--- config.mk ---
export PLATFORM = sky130hd
export DESIGN_NAME = acc_ctrl
export DESIGN_NICKNAME = d
export VERILOG_FILES = /design/src/hw/acc_pkg.sv /design/src/hw/acc_half_div.sv /design/src/hw/acc_ctrl.sv
export SDC_FILE = /design/constraint.sdc
export NUM_CORES = 1
export LEC_CHECK = 0
export ABC_AREA = 0
export BUFFER_PORTS_ARGS = -buffer_cell sky130_fd_sc_hd__buf_4
export CAP_MARGIN = 40
export CORE_ASPECT_RATIO = 0.75
export CORE_MARGIN = 1.5
export CORE_UTILIZATION = 47
export CTS_CLUSTER_DIAMETER = 50
export DETAILED_ROUTE_END_ITERATION = 10
export GPL_TIMING_DRIVEN = 1
export HOLD_SLACK_MARGIN = 0.12
export PLACE_DENSITY = 0.61
export SYNTH_ARGS = -nofsm -noshare
export SYNTH_HDL_FRONTEND = slang
export SYNTH_SLANG_ARGS = --single-unit
--- constraint.sdc ---
create_clock -name pclk -period 3.6 [get_ports pclk]
set_clock_uncertainty 0.2 [all_clocks]
set_input_delay 0.18 -clock pclk [delete_from_list [all_inputs] [get_ports pclk]]
set_output_delay 0.18 -clock pclk [all_outputs]
set_load 0.005 [all_outputs]
--- src/hw/acc_pkg.sv ---
package acc_pkg;

    // ------------------------------------------------------------
    // Register offsets
    // ------------------------------------------------------------
    localparam logic [11:0] OFF_CFG_ONE = 12'h000;
    localparam logic [11:0] OFF_PWR_CTRL = 12'h004;
    localparam logic [11:0] OFF_CHAN_SEL = 12'h008;
    localparam logic [11:0] OFF_SW_START = 12'h00C;
    localparam logic [11:0] OFF_STATUS = 12'h010;
    localparam logic [11:0] OFF_RESULT_A = 12'h014;
    localparam logic [11:0] OFF_RESULT_B = 12'h018;
    localparam logic [11:0] OFF_INT_STAT = 12'h01C;
    localparam logic [11:0] OFF_INT_MASK = 12'h020;

    // ------------------------------------------------------------
    // Field positions
    // ------------------------------------------------------------
    localparam int CFG_MODE_BIT = 0;
    localparam int CFG_CONT_BIT = 1;
    localparam int CFG_ACQ_LSB = 8;
    localparam int PWR_BGR0_BIT = 6;
    localparam int PWR_BGR1_BIT = 7;
    localparam int PWR_CONV_BIT = 5;
    localparam int SW_START_BIT = 0;
    localparam int STAT_BUSY_BIT = 0;
    localparam int STAT_READY_BIT = 1;
    localparam int INT_SEQ_BIT = 0;
    localparam int INT_PAIR_BIT = 1;
    localparam int INT_REFUSE_BIT = 2;

    // ------------------------------------------------------------
    // Reset values
    // ------------------------------------------------------------
    localparam logic [3:0] ACQ_RST = 4'h0;
    localparam logic [3:0] CHAN_RST = 4'h0;
    localparam logic [2:0] INT_MASK_RST = 3'h0;
    localparam logic [11:0] RESULT_RST = 12'h000;

    // ------------------------------------------------------------
    // Timing
    // ------------------------------------------------------------
    localparam longint CLK_HZ = 40000000;
    localparam longint REF_SETTLE_MS = 5;
    localparam longint PWD_SETTLE_MS = 1;
    localparam int REF_SETTLE_CYC = int'((REF_SETTLE_MS * CLK_HZ) / 1000);
    localparam int PWD_SETTLE_CYC = int'((PWD_SETTLE_MS * CLK_HZ) / 1000);
    localparam int CONV_DIV = 4;
    // Sequencer timing is counted in half converter clocks; the interrupt lag in pclk cycles
    localparam logic [5:0] TRIG_DELAY_HALVES = 6'd5;
    localparam int RES_A_HALVES = 8;
    localparam int RES_B_HALVES = 10;
    localparam logic [5:0] SEQ_GAP_HALVES = 6'd2;
    localparam logic [5:0] SIM_GAP_HALVES = 6'd4;
    localparam int INT_LAG_CYC = 2;

    typedef enum logic [1:0] {
        ACC_IDLE,
        ACC_DELAY,
        ACC_HOLD,
        ACC_GAP
    } acc_state_t;

endpackage : acc_pkg

--- src/hw/acc_half_div.sv ---
`timescale 1ns/1ps
module acc_half_div #(
    parameter int DIV = acc_pkg::CONV_DIV
) (
    input wire logic pclk,
    input wire logic presetn,
    output logic half_tick
);
    import acc_pkg::*;

    localparam int HALF = (DIV / 2 < 1) ? 1 : DIV / 2;
    localparam logic [7:0] HALF_LAST = 8'(HALF - 1);

    typedef struct packed {
        logic [7:0] cnt;
        logic tick;
    } acc_div_t;

    acc_div_t st_q;
    acc_div_t st_d;

    // ------------------------------------------------------------
    // Half-period enable of the converter clock
    // ------------------------------------------------------------
    always_comb begin
        st_d = st_q;
        st_d.tick = 1'b0;
        if (st_q.cnt == HALF_LAST) begin
            st_d.cnt = 8'h00;
            st_d.tick = 1'b1;
        end else begin
            st_d.cnt = st_q.cnt + 8'h01;
        end
    end

    always_ff @(posedge pclk or negedge presetn) begin
        if (!presetn) begin
            st_q <= '0;
        end else begin
            st_q <= st_d;
        end
    end

    assign half_tick = st_q.tick;

endmodule : acc_half_div

--- src/hw/acc_ctrl.sv ---
`timescale 1ns/1ps
module acc_ctrl #(
    parameter int REF_CYC = acc_pkg::REF_SETTLE_CYC,
    parameter int PWD_CYC = acc_pkg::PWD_SETTLE_CYC,
    parameter int DIV = acc_pkg::CONV_DIV
) (
    input wire logic pclk,
    input wire logic presetn,
    input wire logic psel,
    input wire logic penable,
    input wire logic pwrite,
    input wire logic [11:0] paddr,
    input wire logic [31:0] pwdata,
    output logic [31:0] prdata,
    output logic pready,
    output logic pslverr,
    input wire logic pwm_module_trigger,
    input wire logic external_conversion_start,
    input wire logic [11:0] conv_code_a,
    input wire logic [11:0] conv_code_b,
    output logic [1:0] bandgap_reference_power_bits,
    output logic converter_power_bit,
    output logic sample_hold,
    output logic [3:0] chan_sel,
    output logic pair_mode,
    output logic irq
);
    import acc_pkg::*;

    typedef struct packed {
        logic [31:0] prdata;
        logic pready;
        logic pslverr;
        logic sampling_mode_select;
        logic cont;
        logic [3:0] acq;
        logic [1:0] bgr;
        logic pwr;
        logic [3:0] chan;
        logic [31:0] ref_cnt;
        logic [31:0] pwd_cnt;
        logic ext_s1;
        logic ext_s2;
        logic ext_prev;
        logic [11:0] code_a_s1;
        logic [11:0] code_a_s2;
        logic [11:0] code_b_s1;
        logic [11:0] code_b_s2;
        acc_state_t state;
        logic [5:0] cnt;
        logic sh;
        logic [RES_B_HALVES-1:0] pipe_v;
        logic [RES_B_HALVES-1:0] pipe_m;
        logic [RES_B_HALVES-1:0][11:0] pipe_a;
        logic [RES_B_HALVES-1:0][11:0] pipe_b;
        logic [11:0] res_a;
        logic [11:0] res_b;
        logic [INT_LAG_CYC-1:0][2:0] ev_lag;
        logic [2:0] int_stat;
        logic [2:0] int_mask;
        logic irq;
    } acc_state_reg_t;

    acc_state_reg_t st_q;
    acc_state_reg_t st_d;
    logic half_tick;

    acc_half_div #(
        .DIV(DIV)
    ) u_half_div (
        .pclk(pclk),
        .presetn(presetn),
        .half_tick(half_tick)
    );

    // ------------------------------------------------------------
    // Combinational next state
    // ------------------------------------------------------------
    always_comb begin
        logic acc_wr;
        logic acc_rd_phase;
        logic sw_start;
        logic start_req;
        logic ready;
        logic [31:0] rdata;
        logic rd_err;
        logic [5:0] hold_halves;
        logic [5:0] gap_halves;
        logic [2:0] ev_now;
        logic [2:0] ev_late;
        sw_start = 1'b0;
        rdata = 32'h0000_0000;
        rd_err = 1'b0;
        ev_now = 3'h0;
        st_d = st_q;

        // Write takes effect only on the edge that completes the access
        acc_wr = psel && penable && pwrite && st_q.pready;
        acc_rd_phase = psel && penable && !st_q.pready;

        // Two-flop synchronisers for pins
        st_d.ext_s1 = external_conversion_start;
        st_d.ext_s2 = st_q.ext_s1;
        st_d.ext_prev = st_q.ext_s2;
        st_d.code_a_s1 = conv_code_a;
        st_d.code_a_s2 = st_q.code_a_s1;
        st_d.code_b_s1 = conv_code_b;
        st_d.code_b_s2 = st_q.code_b_s1;

        // ------------------------------------------------------------
        // Register writes
        // ------------------------------------------------------------
        if (acc_wr) begin
            unique case (paddr)
                OFF_CFG_ONE: begin
                    st_d.sampling_mode_select = pwdata[CFG_MODE_BIT];
                    st_d.cont = pwdata[CFG_CONT_BIT];
                    st_d.acq = pwdata[CFG_ACQ_LSB +: 4];
                end
                OFF_PWR_CTRL: begin
                    st_d.bgr = {pwdata[PWR_BGR1_BIT], pwdata[PWR_BGR0_BIT]};
                    st_d.pwr = pwdata[PWR_CONV_BIT];
                end
                OFF_CHAN_SEL: begin
                    st_d.chan = pwdata[3:0];
                end
                OFF_SW_START: begin
                    sw_start = pwdata[SW_START_BIT];
                end
                OFF_INT_MASK: begin
                    st_d.int_mask = pwdata[2:0];
                end
                default: begin
                end
            endcase
        end

        // ------------------------------------------------------------
        // Power settling timers
        // ------------------------------------------------------------
        // Timers restart whenever a bit drops, so a glitchy power-down is safe
        if (st_q.bgr != 2'b11) begin
            st_d.ref_cnt = 32'h0000_0000;
        end else if (st_q.ref_cnt != 32'(REF_CYC)) begin
            st_d.ref_cnt = st_q.ref_cnt + 32'h0000_0001;
        end
        if (!st_q.pwr) begin
            st_d.pwd_cnt = 32'h0000_0000;
        end else if (st_q.pwd_cnt != 32'(PWD_CYC)) begin
            st_d.pwd_cnt = st_q.pwd_cnt + 32'h0000_0001;
        end
        ready = st_q.pwr && (st_q.ref_cnt == 32'(REF_CYC)) &&
                (st_q.pwd_cnt == 32'(PWD_CYC));

        // ------------------------------------------------------------
        // Start sources
        // ------------------------------------------------------------
        start_req = pwm_module_trigger || sw_start ||
                    (st_q.ext_s2 && !st_q.ext_prev);
        hold_halves = 6'(({2'b00, st_q.acq} + 6'd1) << 1);
        gap_halves = st_q.sampling_mode_select ? SIM_GAP_HALVES : SEQ_GAP_HALVES;

        // ------------------------------------------------------------
        // Sequencer, in half converter clocks
        // ------------------------------------------------------------
        unique case (st_q.state)
            ACC_IDLE: begin
                if (start_req && ready) begin
                    st_d.state = ACC_DELAY;
                    st_d.cnt = TRIG_DELAY_HALVES - 6'd1;
                end else if (start_req) begin
                    ev_now[INT_REFUSE_BIT] = 1'b1;
                end
            end
            ACC_DELAY: begin
                if (half_tick) begin
                    if (st_q.cnt == 6'd0) begin
                        st_d.state = ACC_HOLD;
                        st_d.sh = 1'b1;
                        st_d.cnt = hold_halves - 6'd1;
                    end else begin
                        st_d.cnt = st_q.cnt - 6'd1;
                    end
                end
            end
            ACC_HOLD: begin
                if (half_tick) begin
                    if (st_q.cnt == 6'd0) begin
                        st_d.state = ACC_GAP;
                        st_d.sh = 1'b0;
                        st_d.cnt = gap_halves - 6'd1;
                    end else begin
                        st_d.cnt = st_q.cnt - 6'd1;
                    end
                end
            end
            ACC_GAP: begin
                if (half_tick) begin
                    if (st_q.cnt != 6'd0) begin
                        st_d.cnt = st_q.cnt - 6'd1;
                    end else if (st_q.cont) begin
                        st_d.state = ACC_HOLD;
                        st_d.sh = 1'b1;
                        st_d.cnt = hold_halves - 6'd1;
                    end else begin
                        st_d.state = ACC_IDLE;
                    end
                end
            end
        endcase
        // Dropping power aborts at once; in-flight results still drain
        if (!st_q.pwr) begin
            st_d.state = ACC_IDLE;
            st_d.sh = 1'b0;
        end

        // ------------------------------------------------------------
        // Conversion pipeline
        // ------------------------------------------------------------
        // Five converter-clock stages, each spanning two half-clocks; A is taken after four
        if (half_tick) begin
            st_d.pipe_v = {st_q.pipe_v[RES_B_HALVES-2:0],
                           st_q.state == ACC_HOLD && st_q.cnt == 6'd0 && st_q.pwr};
            st_d.pipe_m = {st_q.pipe_m[RES_B_HALVES-2:0], st_q.sampling_mode_select};
            st_d.pipe_a = {st_q.pipe_a[RES_B_HALVES-2:0], st_q.code_a_s2};
            st_d.pipe_b = {st_q.pipe_b[RES_B_HALVES-2:0], st_q.code_b_s2};
            if (st_q.pipe_v[RES_A_HALVES-1]) begin
                // Sequential picks the A or B mux by the channel's top bit
                if (!st_q.pipe_m[RES_A_HALVES-1] && st_q.chan[3]) begin
                    st_d.res_a = st_q.pipe_b[RES_A_HALVES-1];
                end else begin
                    st_d.res_a = st_q.pipe_a[RES_A_HALVES-1];
                end
                if (!st_q.pipe_m[RES_A_HALVES-1]) begin
                    ev_now[INT_SEQ_BIT] = 1'b1;
                end
            end
            if (st_q.pipe_v[RES_B_HALVES-1] && st_q.pipe_m[RES_B_HALVES-1]) begin
                st_d.res_b = st_q.pipe_b[RES_B_HALVES-1];
                ev_now[INT_PAIR_BIT] = 1'b1;
            end
        end

        // ------------------------------------------------------------
        // Interrupt flags
        // ------------------------------------------------------------
        st_d.ev_lag[0] = ev_now;
        for (int i = 1; i < INT_LAG_CYC; i++) begin
            st_d.ev_lag[i] = st_q.ev_lag[i-1];
        end
        ev_late = st_q.ev_lag[INT_LAG_CYC-1];
        if (acc_wr && paddr == OFF_INT_STAT) begin
            st_d.int_stat = st_q.int_stat & ~pwdata[2:0];
        end
        // A new event beats a clear in the same cycle
        st_d.int_stat = st_d.int_stat | ev_late;
        st_d.irq = |(st_d.int_stat & st_d.int_mask);

        // ------------------------------------------------------------
        // Read data, answered after one wait state
        // ------------------------------------------------------------
        unique case (paddr)
            OFF_CFG_ONE: begin
                rdata[CFG_MODE_BIT] = st_q.sampling_mode_select;
                rdata[CFG_CONT_BIT] = st_q.cont;
                rdata[CFG_ACQ_LSB +: 4] = st_q.acq;
            end
            OFF_PWR_CTRL: begin
                rdata[PWR_BGR1_BIT] = st_q.bgr[1];
                rdata[PWR_BGR0_BIT] = st_q.bgr[0];
                rdata[PWR_CONV_BIT] = st_q.pwr;
            end
            OFF_CHAN_SEL: begin
                rdata[3:0] = st_q.chan;
            end
            OFF_SW_START: begin
            end
            OFF_STATUS: begin
                rdata[STAT_BUSY_BIT] = (st_q.state != ACC_IDLE) || (|st_q.pipe_v);
                rdata[STAT_READY_BIT] = ready;
            end
            OFF_RESULT_A: begin
                rdata[11:0] = st_q.res_a;
            end
            OFF_RESULT_B: begin
                rdata[11:0] = st_q.res_b;
            end
            OFF_INT_STAT: begin
                rdata[2:0] = st_q.int_stat;
            end
            OFF_INT_MASK: begin
                rdata[2:0] = st_q.int_mask;
            end
            default: begin
                rd_err = 1'b1;
            end
        endcase
        st_d.pready = acc_rd_phase;
        if (acc_rd_phase) begin
            st_d.prdata = pwrite ? 32'h0000_0000 : rdata;
            st_d.pslverr = rd_err;
        end else begin
            st_d.prdata = 32'h0000_0000;
            st_d.pslverr = 1'b0;
        end
    end

    // ------------------------------------------------------------
    // State register
    // ------------------------------------------------------------
    always_ff @(posedge pclk or negedge presetn) begin
        if (!presetn) begin
            st_q <= '0;
            st_q.state <= ACC_IDLE;
            st_q.acq <= ACQ_RST;
            st_q.chan <= CHAN_RST;
            st_q.int_mask <= INT_MASK_RST;
            st_q.res_a <= RESULT_RST;
            st_q.res_b <= RESULT_RST;
        end else begin
            st_q <= st_d;
        end
    end

    assign prdata = st_q.prdata;
    assign pready = st_q.pready;
    assign pslverr = st_q.pslverr;
    assign bandgap_reference_power_bits = st_q.bgr;
    assign converter_power_bit = st_q.pwr;
    assign sample_hold = st_q.sh;
    assign chan_sel = st_q.chan;
    assign pair_mode = st_q.sampling_mode_select;
    assign irq = st_q.irq;

endmodule : acc_ctrl

==> metrics.md <==
| Metric | Value |
|---|---|
| Synth area leaders | dfrtp_1, mux2_2, buf_4 |
| WL met2 | 13530 um |
| Gate power share | between 3 and 4% |
| NumNets Final | 1542 |
| RSZ-0062 raised after global routing | false |
| FF/Latch Area | between 10000 and 15000 um^2 |
| Die height | 170.2 um |
| Flop pwr share | 52.3% |
| CP arrival | 3550 ps |
| Highest Signal Layer | met4 |
| First-pass iteration count of the detailed router | 8 |
| CTS Root Cell | clkbuf_16 |
| Total grt overflow | 0 |
| Vias in the first global route | 10250 |
| CP Data Required Time | 3820 ps |
| GPL Wtd Cong | just over 0.8 |
| Peak Freq | 300.1 MHz |
| Mapped Area | 17520 um^2 |
| Power Density | ~470 nW/um^2 |
| Crit path capture type | flop |
| Async SR Flop Fraction | 100.0% |
| Slew Viols, Final | 0 |
| Rel. slew slack | 32.59% |
| Violation count after the first detailed-routing iteration | 614 |
| Reg clk slew, reported paths | roughly 60 ps |
| Mapped Avg Cell Area | 13.55 um^2 |
| Yosys reg bits | roughly 430 |
| Worst slew pin tran | 1011 ps |
| Via count | 10230 |
| Switching part of the total power | between 20% and 30% |
| Htree depth | 2 |
| Post-synth top area share | 61.84% |
| Fill cells | 3025 |
| Kind of critical path | primary input to flop |
| Hold Crit Class | primary input to asynchronous set/reset pin |
| Routed Antenna Nets | 0 |
| Biggest area consumer among synthesized cells | dfrtp_1 |
| Setup violators final | 0 |
| CTS Buffer Depth | 3 |
| Largest net degree at the start of global routing | between 100 and 150 |
| Multi-input logic area | 6142 um^2 |
| P&R area growth vs syn | 18.81% |
| Met3 routed WL | between 1000 and 1500 um |
| Critical Path Source Type | primary input |
| Sw Pwr | 2055 uW |
| Main flop type after synthesis | dfrtp_1 |
| Final core occ | 56.47% |
| Layout cells sized above 1 | about 30% |
| Cell count after synthesis | 1293 |
| Vias per cell | 5.129 |
| CTS tree | done |
| ANT cells | 0 |
| Clk_lat worst skew | 540 ps |
| Synth unique cells | just over 60 |
| Max-cap violations | 0 |
| Met1 WL | 15790 um |
| Final hold violations | 0 |
| Leak | 0.009188 uW |
| Total negative setup slack | 0 ps |
| Core Region | around 37000 um^2 |
| Initial Utilization | 47.53% |
| Buffers added on ports | 77 |
| Clock sink count | 433 |
| Final wirelength | 31370 um |
| Post-synth EDFFs | 0 |
| Post-CTS Setup Inserts | 0 |
| Max IR drop VDD | 0.4333 mV |
| Total Power | 9742 uW |
| Status | finished clean |
| Die Area | 38460 um^2 |
| Cell Int Power | 7687 uW |
| Post-DP HPWL | between 15000 and 20000 um |
| GRT Total Usage | 16.99% |
| Initial antenna violation count | 0 |
| Fin crit share | 92.56% |
| Fin crit period | about 3300 ps |
| FP Rows | 61 |
| Number of synthesis warnings | 0 |
| Clock share of power | 43.9% |
| DRC errors left | 0 |
| Sequential-to-total area share from yosys stat | 61.84% |
| # IOs | 119 |
| First-pass GRT wire length | 52960 um |
| WL/cell | 15.73 um |
| CP Max Fanout | 7 |
| Die W | 225.9 um |
| TritonCTS Buffers | between 40 and 50 |
synthesized netlist by cell type, drive strengths merged, types with 8 or more instances:
cell type,count
dfrtp,433
mux2,266
nor2,59
nand2,53
buf,46
clkbuf,43
nand3,36
o21ai,35
xnor2,31
and3,27
inv,26
nand4,25
xor2,25
and2,23
mux2i,16
nor4,15
nor3,14
or3,14
a21oi,13
a21boi,9
nor2b,9
a222oi,8
ha,8
power groups by stage:
stage	combinational, uW	clock, uW	sequential, uW
5_1_grt	419	4630	5110
4_1_cts	381	4430	5100
3_3_place_gp	305	0	5180
6_report	370	4280	5100
3_5_place_dp	313	0	5190
2_1_floorplan	144	0	5160
critical path: stages:
cell and delay [ps]:
dlygate4sd3_1 540, buf_4 130, nor4_2 220, dlygate4sd3_1 620
and2_1 260, nand2_1 200, nor4_4 280, and2_1 220
mux2_1 330, dlygate4sd3_1 570
registers in the layout (all words and copies together) (netlist names), 2 cells and up:
register,flops
chan_sel,4
u_half_div.st_q,8
prdata,12
bandgap_reference_power_bits,2
st_q,371
st_d,29
logic make-up after synthesis:
logic type,Yosys count,share of synthesized area (%)
flip-flops,433,61.84
other,1,0.02140
buffers and inverters,115,3.506
XOR/XNOR,56,2.799
adder cells (fa/ha/maj),8,0.5713
AO/OA/AOI/OAI,97,3.671
AND/OR/NAND/NOR,301,9.555
multiplexers,282,18.03
layout by cell type, fill, tap and decap left out, types with 14 or more instances in the layout:
cell type / instances
o21ai_0: 34
clkbuf_16: 44
or3_1: 14
conb_1: 20
inv_1: 26
xnor2_1: 31
nor2_1: 59
xor2_1: 25
nand3_1: 36
and3_1: 27
dlygate4sd3_1: 90
nand4_1: 23
clkbuf_1: 14
mux2_2: 264
dfrtp_1: 432
buf_4: 92
nand2_1: 53
mux2i_1: 16
and2_1: 22
final cells by class:
cell class | instances | share of cell area, %
repair buffers | 191 | 8.415
well taps | 504 | 3.029
clock buffers | 64 | 5.939
clock inverters | 13 | 0.5710
inverters | 26 | 0.4688
flip-flops and latches | 433 | 52.07
multi-input cells | 764 | 29.51
repair_timing:
item | in CTS | in global routing
endpoints found under the hold margin | 172 | 0
hold buffers | 91 | 0
resized for setup | 0 | 1
endpoints found under the setup margin | 0 | 5
through the flow:
step	instance area (um^2)	instances	worst slack, ps	hold WS [ps]
global placement	18500	1824	846.0	89.37
finish	20820	1995	267.7	92.77
CTS	20810	1995	201.3	147.1
floorplan	17590	1312	999.5	-315.6
detailed placement	18550	1827	824.9	90.60
global route	20820	1995	97.92	154.3
path summary, 6_finish.rpt:
check | startpoint | end | slack (ps) | cells past startpoint
worst max-delay path | paddr[9] | st_q[429] | 270 | 10
worst min-delay path | presetn | st_q[377] | 90 | 2
worst max register to register | pready | irq | 720 | 7
worst min register to register | st_d[335] | st_q[335] | 140 | 0
max in group asynchronous | presetn | st_q[161] | 2080 | 3
min in group pclk | st_d[335] | st_q[335] | 140 | 0
per-layer routing:
metal  vias to the layer above  GRT usage [%]
li1                       4834              -
met2                       211          25.42
met3                        63          2.918
met4                         0          4.756
met5                         -              0
met1                      5124          25.48
(Power assumes the default switching activity.)
